`config.mk`:
```
export PLATFORM = sky130hd
export DESIGN_NAME = bgp_bridge_gate_protection
export DESIGN_NICKNAME = d
export VERILOG_FILES = /design/src/bgp_pkg.sv /design/src/bgp_bridge_gate_protection.sv
export VERILOG_INCLUDE_DIRS = /design/src
export SDC_FILE = /design/constraint.sdc
export NUM_CORES = 1
export LEC_CHECK = 0
export BUFFER_PORTS_ARGS = -buffer_cell sky130_fd_sc_hd__buf_2
export CORE_MARGIN = 4
export CORE_UTILIZATION = 55
export CTS_CLUSTER_SIZE = 12
export DETAILED_ROUTE_END_ITERATION = 10
export PLACE_DENSITY = 0.84
export SYNTH_ARGS = -nofsm -noshare
export SYNTH_HDL_FRONTEND = slang
export SYNTH_SLANG_ARGS = --single-unit
export TNS_END_PERCENT = 100
```
`constraint.sdc`:
```
create_clock -name clk_i -period 3.7 [get_ports clk_i]
set_input_delay 0.185 -clock clk_i [delete_from_list [all_inputs] [get_ports clk_i]]
set_output_delay 0.185 -clock clk_i [all_outputs]
set_load 0.02 [all_outputs]
```
`src/bgp_consts.svh`:
```
// Constants for the bridge gate protection block
`ifndef BGP_CONSTS_SVH
`define BGP_CONSTS_SVH
`define BGP_CLK_HZ 20000000
`define BGP_NUM_BR 3
`define BGP_SHORT_LIMIT 2'h3
`define BGP_LS_SLOPE_MAX 2'h2
`define BGP_HS_SLOPE_MAX 2'h3
`define BGP_CUR_MIN 5'h02
`define BGP_DLY_NS0 2000
`define BGP_DLY_NS1 1500
`define BGP_DLY_NS2 1000
`define BGP_DLY_NS3 500
`define BGP_DLY_W 6
`define BGP_DLY_MIN_CYC 10
`define BGP_A_CTRL 4'h0
`define BGP_A_STAT 4'h4
`define BGP_A_CLR 4'h8
`define BGP_A_EN 4'hc
`define BGP_F_OFF_TIME_SETTING_LO 0
`define BGP_F_OFF_TIME_SETTING_HI 3
`define BGP_F_LSS_LO 4
`define BGP_F_LSS_HI 5
`define BGP_F_HSS_LO 6
`define BGP_F_HSS_HI 7
`define BGP_F_DLY_LO 8
`define BGP_F_DLY_HI 9
`define BGP_F_FULLSTEP 10
`define BGP_CTRL_W 11
`define BGP_CTRL_RST 11'h000
`define BGP_ST_W 6
`endif

```
`src/bgp_pkg.sv`:
```
// Types for the bridge gate protection block
package bgp_pkg;
  typedef enum logic [1:0] {
    BGP_OFF = 2'b00,
    BGP_WAIT_LS = 2'b01,
    BGP_HS_ON = 2'b10,
    BGP_WAIT_HS = 2'b11
  } bgp_gate_t;
endpackage

```
`src/bgp_bridge_gate_protection.sv`:
```
// Gate drive sequencing, short to ground and open load logic for three half bridges
//
// The implementer's own choices: the placing of the registers and the Wishbone register port.
`timescale 1ns/10ps
`include "bgp_consts.svh"
module bgp_bridge_gate_protection import bgp_pkg::*; #(
  parameter int NB = `BGP_NUM_BR
) (
  input wire logic clk_i,
  input wire logic rst_i,
  input wire logic [3:0] wb_adr_i,
  input wire logic [31:0] wb_dat_i,
  output logic [31:0] wb_dat_o,
  input wire logic [3:0] wb_sel_i,
  input wire logic wb_we_i,
  input wire logic wb_cyc_i,
  input wire logic wb_stb_i,
  output logic wb_ack_o,
  output logic irq_o,
  input wire logic hw_output_disable_n_i,
  input wire logic [NB-1:0] hs_cmd_i,
  input wire logic [NB-1:0] ls_cmd_i,
  input wire logic [NB-1:0] hs_gate_off_i,
  input wire logic [NB-1:0] ls_gate_off_i,
  input wire logic [NB-1:0] bridge_midpoint_voltage_i,
  input wire logic [NB-1:0] polarity_i,
  input wire logic [NB-1:0] chop_event_i,
  input wire logic [NB-1:0] target_missed_i,
  input wire logic [4:0] actual_current_i,
  output logic [NB-1:0] hs_gate_o,
  output logic [NB-1:0] ls_gate_o,
  output logic [NB-1:0] chop_abort_o,
  output logic [1:0] low_side_slope_sel_o,
  output logic [1:0] high_side_slope_sel_o,
  output logic driver_enabled_o
);
  // ----------------------------------------
  // Timing
  // ----------------------------------------
  // Delays round down to whole cycles; each at least one cycle
  function automatic logic [`BGP_DLY_W-1:0] dly_cycles(input logic [1:0] code);
    int ns;
    int cyc;
    ns = `BGP_DLY_NS3;
    unique case (code)
      2'h0: ns = `BGP_DLY_NS0;
      2'h1: ns = `BGP_DLY_NS1;
      2'h2: ns = `BGP_DLY_NS2;
      2'h3: ns = `BGP_DLY_NS3;
    endcase
    cyc = (ns * (`BGP_CLK_HZ / 1000000)) / 1000;
    if (cyc < 1) begin
      cyc = 1;
    end
    return cyc[`BGP_DLY_W-1:0];
  endfunction

  // ----------------------------------------
  // Register bus
  // ----------------------------------------
  logic [`BGP_CTRL_W-1:0] ctrl;
  logic [`BGP_ST_W-1:0] irq_stat;
  logic [`BGP_ST_W-1:0] irq_en;
  logic [NB-1:0] ground_short_flag;
  logic [NB-1:0] open_load_flag;
  logic shutdown;
  logic [1:0] short_cnt [NB];
  logic bus_hit;
  logic bus_wr;
  logic [3:0] off_time_setting;
  logic [1:0] ground_short_delay_sel;
  logic fullstep_mode;
  logic drv_en;

  assign bus_hit = wb_cyc_i && wb_stb_i && !wb_ack_o;
  assign bus_wr = bus_hit && wb_we_i && wb_sel_i[0];
  assign off_time_setting = ctrl[`BGP_F_OFF_TIME_SETTING_HI:`BGP_F_OFF_TIME_SETTING_LO];
  assign ground_short_delay_sel = ctrl[`BGP_F_DLY_HI:`BGP_F_DLY_LO];
  assign fullstep_mode = ctrl[`BGP_F_FULLSTEP];

  // One answer per request, registered a cycle after it; ack drops the cycle after
  always_ff @(posedge clk_i) begin
    if (rst_i) begin
      wb_ack_o <= 1'b0;
    end else begin
      wb_ack_o <= bus_hit;
    end
  end

  // Control word; low byte lane needs sel[0], upper bits sel[1]
  always_ff @(posedge clk_i) begin
    if (rst_i) begin
      ctrl <= `BGP_CTRL_RST;
    end else if (bus_hit && wb_we_i && wb_adr_i == `BGP_A_CTRL) begin
      if (wb_sel_i[0]) begin
        ctrl[7:0] <= wb_dat_i[7:0];
      end
      if (wb_sel_i[1]) begin
        ctrl[`BGP_CTRL_W-1:8] <= wb_dat_i[`BGP_CTRL_W-1:8];
      end
    end
  end

  // Interrupt enable word
  always_ff @(posedge clk_i) begin
    if (rst_i) begin
      irq_en <= '0;
    end else if (bus_wr && wb_adr_i == `BGP_A_EN) begin
      irq_en <= wb_dat_i[`BGP_ST_W-1:0];
    end
  end

  // Read data from flops; unmapped offsets read zero
  always_ff @(posedge clk_i) begin
    if (rst_i) begin
      wb_dat_o <= '0;
    end else if (bus_hit && !wb_we_i) begin
      wb_dat_o <= '0;
      unique case (wb_adr_i)
        `BGP_A_CTRL: wb_dat_o[`BGP_CTRL_W-1:0] <= ctrl;
        `BGP_A_STAT: wb_dat_o <= {18'h00000, shutdown, drv_en,
                                  open_load_flag, ground_short_flag, irq_stat};
        `BGP_A_EN: wb_dat_o[`BGP_ST_W-1:0] <= irq_en;
        default: wb_dat_o <= '0;
      endcase
    end
  end

  // ----------------------------------------
  // Enable and slope
  // ----------------------------------------
  // Both disables feed one term so they behave identically
  assign drv_en = !hw_output_disable_n_i && (off_time_setting != 4'h0);
  assign driver_enabled_o = drv_en && !shutdown;

  // Codes above the top setting clamp to it
  always_ff @(posedge clk_i) begin
    if (rst_i) begin
      low_side_slope_sel_o <= 2'h0;
      high_side_slope_sel_o <= 2'h0;
    end else begin
      low_side_slope_sel_o <= (ctrl[`BGP_F_LSS_HI:`BGP_F_LSS_LO] > `BGP_LS_SLOPE_MAX) ?
        `BGP_LS_SLOPE_MAX : ctrl[`BGP_F_LSS_HI:`BGP_F_LSS_LO];
      high_side_slope_sel_o <= ctrl[`BGP_F_HSS_HI:`BGP_F_HSS_LO];
    end
  end

  // ----------------------------------------
  // Per bridge sequencing and short detect
  // ----------------------------------------
  logic [NB-1:0] short_det;
  logic [NB-1:0] pol_q;
  logic [NB-1:0] pol_chg;
  logic [NB-1:0] chop_seen;
  logic [NB-1:0] miss_seen;
  logic [NB-1:0] sc_hit;
  logic [NB-1:0] ol_hit;
  assign pol_chg = polarity_i ^ pol_q;

  for (genvar b = 0; b < NB; b++) begin : g_br
    bgp_gate_t st;
    logic [`BGP_DLY_W-1:0] tmr;
    assign hs_gate_o[b] = (st == BGP_HS_ON);
    // Low gate waits only for the high gate; gating on its own sense would make it oscillate
    assign ls_gate_o[b] = (st == BGP_OFF) && ls_cmd_i[b] && hs_gate_off_i[b]
                          && driver_enabled_o && !short_det[b] ? 1'b1 : 1'b0;

    // Gate state; high side waits for the low gate to discharge
    always_ff @(posedge clk_i) begin
      if (rst_i) begin
        st <= BGP_OFF;
        tmr <= '0;
        short_det[b] <= 1'b0;
      end else begin
        short_det[b] <= 1'b0;
        unique case (st)
          BGP_OFF: begin
            if (driver_enabled_o && hs_cmd_i[b] && !ls_cmd_i[b]) begin
              st <= BGP_WAIT_LS;
            end
          end
          BGP_WAIT_LS: begin
            if (!driver_enabled_o || !hs_cmd_i[b]) begin
              st <= BGP_OFF;
            end else if (ls_gate_off_i[b]) begin
              st <= BGP_HS_ON;
              tmr <= dly_cycles(ground_short_delay_sel);
            end
          end
          BGP_HS_ON: begin
            if (!driver_enabled_o || !hs_cmd_i[b]) begin
              st <= BGP_WAIT_HS;
            end else if (!bridge_midpoint_voltage_i[b]) begin
              if (tmr == '0) begin
                st <= BGP_WAIT_HS;
                short_det[b] <= 1'b1;
              end else begin
                tmr <= tmr - 1'b1;
              end
            end
          end
          BGP_WAIT_HS: begin
            if (hs_gate_off_i[b]) begin
              st <= BGP_OFF;
            end
          end
        endcase
      end
    end

    // Short counter: saturates both ends, cleared by disable
    always_ff @(posedge clk_i) begin
      if (rst_i || !drv_en) begin
        short_cnt[b] <= 2'h0;
      end else if (short_det[b] && !pol_chg[b]) begin
        if (short_cnt[b] != `BGP_SHORT_LIMIT) begin
          short_cnt[b] <= short_cnt[b] + 2'h1;
        end
      end else if (pol_chg[b] && !short_det[b] && short_cnt[b] != 2'h0) begin
        short_cnt[b] <= short_cnt[b] - 2'h1;
      end
    end
    assign sc_hit[b] = short_det[b] && short_cnt[b] != 2'h0;
  end

  // Abort the chopper cycle on the coil whose bridge shorted
  assign chop_abort_o = short_det;

  // Latched shutdown; only a disable then enable releases it
  always_ff @(posedge clk_i) begin
    if (rst_i || !drv_en) begin
      shutdown <= 1'b0;
    end else begin
      for (int i = 0; i < NB; i++) begin
        if (short_cnt[i] == `BGP_SHORT_LIMIT) begin
          shutdown <= 1'b1;
        end
      end
    end
  end

  // Ground short flag: a repeat short within the count window means it persists
  always_ff @(posedge clk_i) begin
    if (rst_i || !drv_en) begin
      ground_short_flag <= '0;
    end else begin
      ground_short_flag <= ground_short_flag | sc_hit;
    end
  end

  // ----------------------------------------
  // Open load
  // ----------------------------------------
  // Evaluated at each polarity toggle; held at low current
  always_ff @(posedge clk_i) begin
    if (rst_i) begin
      pol_q <= '0;
      chop_seen <= '0;
      miss_seen <= '0;
      open_load_flag <= '0;
    end else begin
      pol_q <= polarity_i;
      for (int i = 0; i < NB; i++) begin
        if (pol_chg[i]) begin
          if (actual_current_i >= `BGP_CUR_MIN) begin
            open_load_flag[i] <= !chop_seen[i] || (fullstep_mode && miss_seen[i]);
          end
          chop_seen[i] <= chop_event_i[i];
          miss_seen[i] <= target_missed_i[i];
        end else begin
          chop_seen[i] <= chop_seen[i] | chop_event_i[i];
          miss_seen[i] <= miss_seen[i] | target_missed_i[i];
        end
      end
    end
  end
  assign ol_hit = pol_chg & {NB{actual_current_i >= `BGP_CUR_MIN}}
                  & (~chop_seen | ({NB{fullstep_mode}} & miss_seen));

  // ----------------------------------------
  // Interrupts
  // ----------------------------------------
  // Events: short detected, open load found; set wins over clear
  always_ff @(posedge clk_i) begin
    if (rst_i) begin
      irq_stat <= '0;
    end else begin
      irq_stat <= (irq_stat & ~((bus_wr && wb_adr_i == `BGP_A_CLR) ?
                   wb_dat_i[`BGP_ST_W-1:0] : '0)) | {ol_hit, short_det};
    end
  end
  assign irq_o = |(irq_stat & irq_en);
endmodule

```
==> results of run 1 <==
==> metrics by stage <==
| step | hold WS (ns) | setup slack, ns | total power (W) | utilization | area, µm² |
|---|---|---|---|---|---|
| after floorplan | 0.294 | 1.85 | 0.00114 | - | 4850 |
| after global placement | 0.394 | 1.62 | 0.00118 | 0.617 | 5150 |
| after detailed placement | 0.405 | 1.53 | 0.00118 | 0.617 | 5150 |
| after CTS | 0.0236 | 1.53 | 0.00179 | 0.638 | 5320 |
| after global routing | 0.0231 | 1.35 | 0.00186 | 0.638 | 5320 |
| final | 0.0250 | 1.49 | 0.00178 | 0.638 | 5320 |
==> final timing paths <==
path | slack, ns | endpoint | start | depth (start not counted)
setup / recovery | 1.49 | g_br[0].tmr[2] | g_br[0].tmr[0] | 6
setup reg to reg | 1.49 | g_br[0].tmr[2] | g_br[0].tmr[0] | 6
hold reg to reg | 0.46 | ground_short_flag[2] | ground_short_flag[2] | 2
hold / removal | 0.03 | chop_seen[1] | chop_event_i[1] | 3
==> synthesized netlist by cell type, drive strengths merged (2+ instances only) <==
master | count | area, µm²
a31oi | 9 | 56.3
a41o | 3 | 30.0
and2 | 3 | 18.8
or2 | 3 | 18.8
edfxtp | 6 | 180
or3b | 2 | 17.5
nor4b | 3 | 38.8
a211o | 3 | 26.3
o2bb2ai | 6 | 52.6
and3 | 8 | 50.1
a21boi | 4 | 30.0
nand3 | 11 | 55.1
nand2b | 8 | 50.1
o32ai | 3 | 26.3
nor3 | 23 | 115
or3 | 2 | 12.5
or4 | 3 | 22.5
buf | 26 | 171
a2bb2oi | 2 | 17.5
inv | 32 | 120
nand4b | 4 | 35.0
nand2 | 20 | 75.1
mux2i | 23 | 230
a221oi | 5 | 43.8
o311ai | 10 | 87.6
nand3b | 3 | 22.5
nor2b | 14 | 87.6
nor2 | 72 | 270
o31ai | 12 | 95.1
dfxtp | 85 | 1700
a21oi | 34 | 170
o211ai | 3 | 22.5
xnor2 | 3 | 26.3
ha | 19 | 238
nor4 | 14 | 109
clkbuf | 21 | 78.8
o21ai | 14 | 70.1
a311oi | 6 | 52.6
nor3b | 7 | 52.6
a22oi | 14 | 105
==> power by group <==
group          internal, W  switching [W]
Combinational    0.0000505      0.0000967
Sequential         0.00100      0.0000103
Clock             0.000253       0.000367
==> kinds of logic after synthesis <==
logic type,Yosys count,synth area share
simple gates,206,0.231
compound gates,133,0.195
flops,91,0.393
buf+inv,79,0.0773
mux,23,0.0481
fa+ha+maj,19,0.0496
xor+xnor,3,0.00549
other cells,1,0.000783
==> layout make-up <==
| class | instances | share of cell area |
|---|---|---|
| Sequential cell | 91 | 0.353 |
| Multi-Input combinational cell | 402 | 0.488 |
| Tap cell | 105 | 0.0247 |
| Timing Repair Buffer | 82 | 0.0780 |
| Clock inverter | 6 | 0.00893 |
| Clock buffer | 10 | 0.0240 |
| Inverter | 32 | 0.0226 |
==> worst max-delay path: stages (launching register included) <==
cell	delay [ns]
sky130_fd_sc_hd__dfxtp_1	0.34
sky130_fd_sc_hd__inv_1	0.09
sky130_fd_sc_hd__ha_1	0.19
sky130_fd_sc_hd__or3b_1	0.39
sky130_fd_sc_hd__nor4b_2	0.55
sky130_fd_sc_hd__or2_0	0.39
sky130_fd_sc_hd__o31ai_1	0.12
==> sequential cells by signal, summed over array words and instances, names as in the netlist, named ones only <==
register / count
chop_seen: 3
irq_stat: 6
high_side_slope_sel_o: 2
chop_abort_o: 3
g_br.tmr: 18
pol_q: 3
short_cnt: 6
open_load_flag: 3
low_side_slope_sel_o: 2
shutdown: 1
wb_dat_o: 14
miss_seen: 3
ctrl: 11
g_br.st: 3
irq_en: 6
ground_short_flag: 3
wb_ack_o: 1
==> placed cells by master, fill, tap and decap left out, drive strengths merged, types with 7 or more instances in the layout <==
cell type,instances
dfxtp,85
buf,82
nor2,72
inv,36
a21oi,34
nor3,23
mux2i,23
nand2,20
ha,19
conb,18
nor2b,14
a22oi,14
o21ai,14
nor4,14
o31ai,12
nand3,11
o311ai,10
clkbuf,10
a31oi,9
nand2b,8
and3,8
nor3b,7
==> routing by layer <==
metal | part of all wire | up-vias
met3 | 0.062 | 21
met1 | 0.43 | 2078
met4 | 0.017 | 0
li1 | - | 2112
met5 | 0 | -
met2 | 0.49 | 151
==> results.txt, run 1 <==
The flow ran to the end, and the final reports show no timing, DRC or antenna violations. Power spread over the standard cell area amounts to 335 nW/µm². In this run, synthesis produced a sequential element count of 91. The aggregate global-route resource usage is 0.230. The TritonCTS clock tree is yes. The placed wire-length estimate is 8.75 mm. The floorplan step defined a core boundary enclosing 8340 µm².

The combined area of the multi-input logic cells is 2600 µm². The number of filler cells placed in the layout came out at 711. Counting along the longest clock path gives a buffer depth of 2.

After floorplanning, the core was divided into 33 placement rows. The layout overhead on the synthesized area came out at 11.2%. In this run the worst hold path is classified as in -> reg. The critical path arrival came out at 2.41 ns. The number of synthesized flops with an enable pin came out at 6. In the global route stage, met1 resource usage came out at 0.297. The final max-slew violation count is 0.

For this run, the detailed router's first-pass iteration total came to 5. The first global-routing pass estimated 19.3 mm of wire. The total wirelength of the detailed-routed design came out at 12.0 mm. Setup repair after global routing left no endpoint under its margin.

Post-CTS repair changed the size of 0 cells. The number of buffers added to fix hold violations after cts came out at 0. The sequential area share after synthesis came out at 0.393. The routed layout has 4362 vias. The mean area per synthesized cell is 8.63 µm². The met3 layer usage reported by global route came out at 0.0386. The detailed router's first-iteration violation count came out at 265. The final-report hold violation count came to 0. The fraction of met2 tracks used by global routing is 0.388. The die span in y came out at 101 µm. The root buffer cell chosen for the clock tree is sky130_fd_sc_hd__clkbuf_8. The chip width is 101 µm. The initial antenna violation count is 0. Dividing the final minimum period by the clock period gives 0.597. In the synthesized netlist the async set-or-reset flop fraction comes to 0. The number of input and output port buffers inserted is 80. The via count of the first global-routing pass is 4139. For this configuration, the core starts out at a cell density of 0.574. The clock latency of the later-clocked register in the worst-skew pair is 0.36 ns. After the last flow step, the layout net total stands at 712. In this run the number of H-tree levels came out at 3. The CTS buffer count came out at 9.

The critical setup path kind is reg -> reg. The combined flip-flop and latch cell area is 1880 µm². The maximum number of pins on one net before global-route repair is 73. For this run, the leading register cell type out of synthesis is sky130_fd_sc_hd__dfxtp_1.

Of the cells placed in the final design, the portion with a size suffix greater than 1 is 0.167. For this design the static power due to leakage is 2.21 nW. The count of pins on the block boundary is 123. The kind of start point of the critical path is a flip-flop. The kind of end point of the critical path is a flip-flop. The number of max-cap violations is 0. The count of final setup violators came out at 0.

The count of unresolved DRC violations after routing came out at 0. On the final layout, the worst clock skew is 0.0186 ns. After global routing, the most crowded layer is met2. The worst-case IR drop observed on VDD is 0.000212 V. The mean number of vias per cell is 5.99. The non-filler instance count after layout is 728. The clock-pin slew on the worst setup and hold paths came out at 0.10 ns. The number of different library cells in the post-synthesis netlist is 59. Summing every instance area after synthesis gives 4790 µm². The remaining global-route overflow is 0. The floorplan step defined a die boundary enclosing 10300 µm². 0 antenna diodes ended up in the layout.

The weighted congestion reported at the end of routability-driven placement came out at 0.886. The relative max-transition margin is 0.397. The count of clock tree sinks came out at 91. Dividing the detail-routed wire length by the instance count gives 16.4 µm.

The synthesis warning total is 0. The gate count of the mapped netlist is 555. The number of placed instances, taps included, is 712. Setup total negative slack on the finished layout was measured at 0 ns. The timing-limited maximum frequency came out at 0.453 GHz. The number of nets with antenna violations after detailed routing is 0. The pin slew with the least headroom to its limit is 0.896 ns. The clock period minus final worst setup slack is 2.21 ns.

The number of setup buffers added after CTS is 0. In this run the worst path has a maximum fanout of 8. At the worst endpoint, the required time is 3.90 ns.
(Power assumes the default switching activity.)
==> run 2, diff against run 1 <==
--- a/config.mk
+++ b/config.mk
@@ -8,10 +8,10 @@
 export LEC_CHECK = 0
 export BUFFER_PORTS_ARGS = -buffer_cell sky130_fd_sc_hd__buf_2
 export CORE_MARGIN = 4
-export CORE_UTILIZATION = 55
+export CORE_UTILIZATION = 53
 export CTS_CLUSTER_SIZE = 12
 export DETAILED_ROUTE_END_ITERATION = 10
-export PLACE_DENSITY = 0.84
+export PLACE_DENSITY = 0.82
 export SYNTH_ARGS = -nofsm -noshare
 export SYNTH_HDL_FRONTEND = slang
 export SYNTH_SLANG_ARGS = --single-unit
==> constraint.sdc (replaced) <==
create_clock -name clk_i -period 2.25 [get_ports clk_i]
set_input_delay 0.1125 -clock clk_i [delete_from_list [all_inputs] [get_ports clk_i]]
set_output_delay 0.1125 -clock clk_i [all_outputs]
set_load 0.02 [all_outputs]
==> run 2 against run 1 <==
The flow now finishes with violations (negative hold slack). Clock-buffer cell count is the same. Cell area rose by 4.7%. Die area up 3.5%. Sequential share of layout area is 1.6 points lower. Sequential cell count did not move. First-iteration DRC count rose by 0.75%. Critical path type is now reg -> out. Largest cell class unchanged. Highest routed layer unchanged.
==> results.txt, run 2 (synthesis gave the netlist of run 1 again) <==
The placed wire-length estimate is 9.03 mm (+3.2%). The initial antenna violation count is 0 (unchanged). The layout overhead on the synthesized area is 16.4%. The H-tree depth came to 3 (unchanged). The number of nets with antenna violations after detailed routing came out at 0 (unchanged). The required time of the worst setup path is 2.14 ns (-1.76 ns).

The starting density of the core is 0.546 (-0.0277). The classification of the worst-slack hold path is in -> reg. The number of filler cells placed in the layout is 714 (+0.42%). The power density normalized to cell area came out at 557 nW/µm² (+66%). The final antenna diode count came out at 0 (unchanged). The library cell used most frequently in the layout, excluding fill and tap cells, is sky130_fd_sc_hd__dfxtp_1. The tree is rooted in a sky130_fd_sc_hd__clkbuf_8.

The chip width is 103 µm (+1.7%). The critical path in this run is classified as reg -> out. The first-pass GRT wire length came out at 20.3 mm (+5.2%). The final max-slew violation count is 0 (unchanged).

The setup slack of the worst register-to-register path is 0.24 ns (-1.25 ns). The count of clock tree sinks came out at 91 (unchanged). The worst IR drop on VDD was 0.000334 V (+58%). The die span in y came out at 103 µm (+1.7%). The sum of negative setup slack came to 0 ns (unchanged). The flow ran to the end, but the final reports show violations.

The combined flip-flop and latch cell area is 1880 µm² (unchanged). The maximum number of pins on one net before global-route repair is 55 (-25%). STA classifies the critical path startpoint as a flip-flop.

The weighted congestion reported at the end of routability-driven placement was 0.858 (-3.2%). The count of final setup violators came to 0 (unchanged). The relative max-transition margin is 0.510 (+0.113). TritonCTS built the clock tree. The critical path arrival came to 1.93 ns (-0.48 ns). In the final layout, the registers with the most flip-flops are g_br.tmr: 18 flops, wb_dat_o: 14 flops, ctrl: 11 flops.

The cell area reported after detailed placement was 5240 µm² (+1.7%). The number of max-cap violations came to 0 (unchanged). The aggregate global-route resource usage was 0.239 (+0.00835).

The cell depth of the worst flop-to-flop path is 8 (+2). The detailed-router iteration count before antenna repair came to 5 (unchanged). The number of rows in the core area is 34 (+3.0%). The count of unresolved DRC violations after routing is 0 (unchanged). The reported net switching power is 0.000819 W (+73%). The clock period minus final worst setup slack came out at 2.04 ns. The via count of the first global-routing pass came out at 4330 (+4.6%).

The number of vias after detailed routing came to 4562 (+4.6%). Leaving out fill and tap cells, the most frequent cells in the layout are 85 x sky130_fd_sc_hd__dfxtp_1, 80 x sky130_fd_sc_hd__buf_2, 72 x sky130_fd_sc_hd__nor2_1. The wire length per cell after detailed routing is 16.8 µm (+2.0%).

The timing-limited maximum frequency came out at 0.490 GHz. The hold path depth came out at 2 (-1). Setup repair after global routing left no endpoint under its margin.

The worst path setup slack after routing came out at 0.208 ns (-1.28 ns). The post-layout utilization of the core is 0.636 (-0.00239). The die area is 10600 µm² (+3.5%). The final net count is 737 (+3.5%). The number of buffers on the longest clock path came out at 2 (unchanged).

The CTS buffer count is 9 (unchanged). The final-layout worst hold slack came out at -0.0115 ns (-0.0366 ns). The clock latency of the later-clocked register in the worst-skew pair is 0.37 ns (about the same). The portion of total power attributed to the clock network is 0.375 (+0.027). The number of setup buffers added after CTS came out at 0 (unchanged). The power share of the combinational group is 0.088 (+0.005). The kind of end point of the critical path is an output pin. The clock-pin slew on the worst setup and hold paths is 0.09 ns (about the same). The combined area of the multi-input logic cells was 2600 µm² (unchanged). The proportion of total power due to net switching came to 0.264 (-0.00219). The largest fanout on the critical path was 6 (-2). The flip-flop count of the largest register, all copies and words added is 18 (unchanged).

The total wirelength of the detailed-routed design is 12.7 mm (+5.9%). The pin slew with the least headroom to its limit was 0.733 ns (-0.163 ns). The core area came to 8760 µm² (+5.1%).

The number of input and output port buffers inserted is 80 (unchanged). The area of all placed cells without fillers was 5570 µm² (+4.7%). The remaining global-route overflow is 0 (unchanged). The internal power contribution is 0.00229 W (+75%).

The mean number of vias per cell came to 6.03 (+0.71%). The pre-CTS setup slack was 0.237 ns (-1.29 ns). The final reports fail on negative hold slack. The fraction of the cycle the final worst path needs is 0.908. The final-report hold violation count came out at 1 (+1). The worst clock skew on the final layout is 0.0158 ns (-0.00282 ns).

The proportion of layout cells with a drive suffix above 1 came to 0.177 (+0.0105). The register with the most flip-flops in the final layout is g_br.tmr. The leakage power is 2.33 nW (+5.3%). The count of pins on the block boundary is 123 (unchanged).

The detailed router's first-iteration violation count is 267 (+0.75%). The power share of the sequential group came out at 0.537 (-0.032).
run 2: cell count changes in the layout (fill, tap and decap cells not counted):
cell | before | now
sky130_fd_sc_hd__buf_4 | 2 | 13
sky130_fd_sc_hd__bufinv_16 | 0 | 1
sky130_fd_sc_hd__clkinv_2 | 1 | 0
sky130_fd_sc_hd__dlygate4sd3_1 | 0 | 14
sky130_fd_sc_hd__inv_6 | 2 | 3
sky130_fd_sc_hd__inv_8 | 1 | 0
run 2: power groups by stage:
stage / combinational [W] / sequential, W / clock [W]
2_1_floorplan: 0.000167 / 0.00171 / 0
3_3_place_gp: 0.000242 / 0.00170 / 0
3_5_place_dp: 0.000248 / 0.00170 / 0
4_1_cts: 0.000268 / 0.00167 / 0.00116
5_1_grt: 0.000298 / 0.00167 / 0.00124
6_report: 0.000273 / 0.00167 / 0.00116
run 2: final timing paths:
path                             start              endpoint
setup reg to reg               ctrl[8]        g_br[1].tmr[1]
setup / recovery              shutdown          ls_gate_o[1]
hold reg to reg   ground_short_flag[2]  ground_short_flag[2]
hold / removal           polarity_i[2]              pol_q[2]
run 2: area by class of cell:
| cell class | instances | area share |
|---|---|---|
| clock buffers | 10 | 0.0229 |
| multi-input cells | 402 | 0.467 |
| repair buffers | 107 | 0.115 |
| flip-flops and latches | 91 | 0.338 |
| well taps | 108 | 0.0242 |
| clock inverters | 6 | 0.0126 |
| inverters | 32 | 0.0216 |
run 2: layer usage:
layer,global-route usage,part of all wire,vias up
met2,0.400,0.49,196
met3,0.0521,0.076,25
li1,-,-,2162
met4,0.0797,0.018,0
met1,0.305,0.42,2179
met5,0,0,-
run 2: timing repair:
action	in CTS	in global routing
resized for setup	0	0
hold buffers	14	0
hold endpoints to repair	14	0
run 2: metrics by stage:
stage               instances  power, W
finish                    756   0.00310
global route              756   0.00320
CTS                       756   0.00310
detailed placement        726   0.00195
global placement          726   0.00195
floorplan                 572   0.00187
run 2: critical path, stage by stage (launching register included):
cell and delay [ns]:
sky130_fd_sc_hd__dfxtp_1 0.41, sky130_fd_sc_hd__or2_2 0.40, sky130_fd_sc_hd__nor2_1 0.35, sky130_fd_sc_hd__and3_1 0.24
sky130_fd_sc_hd__buf_2 0.17
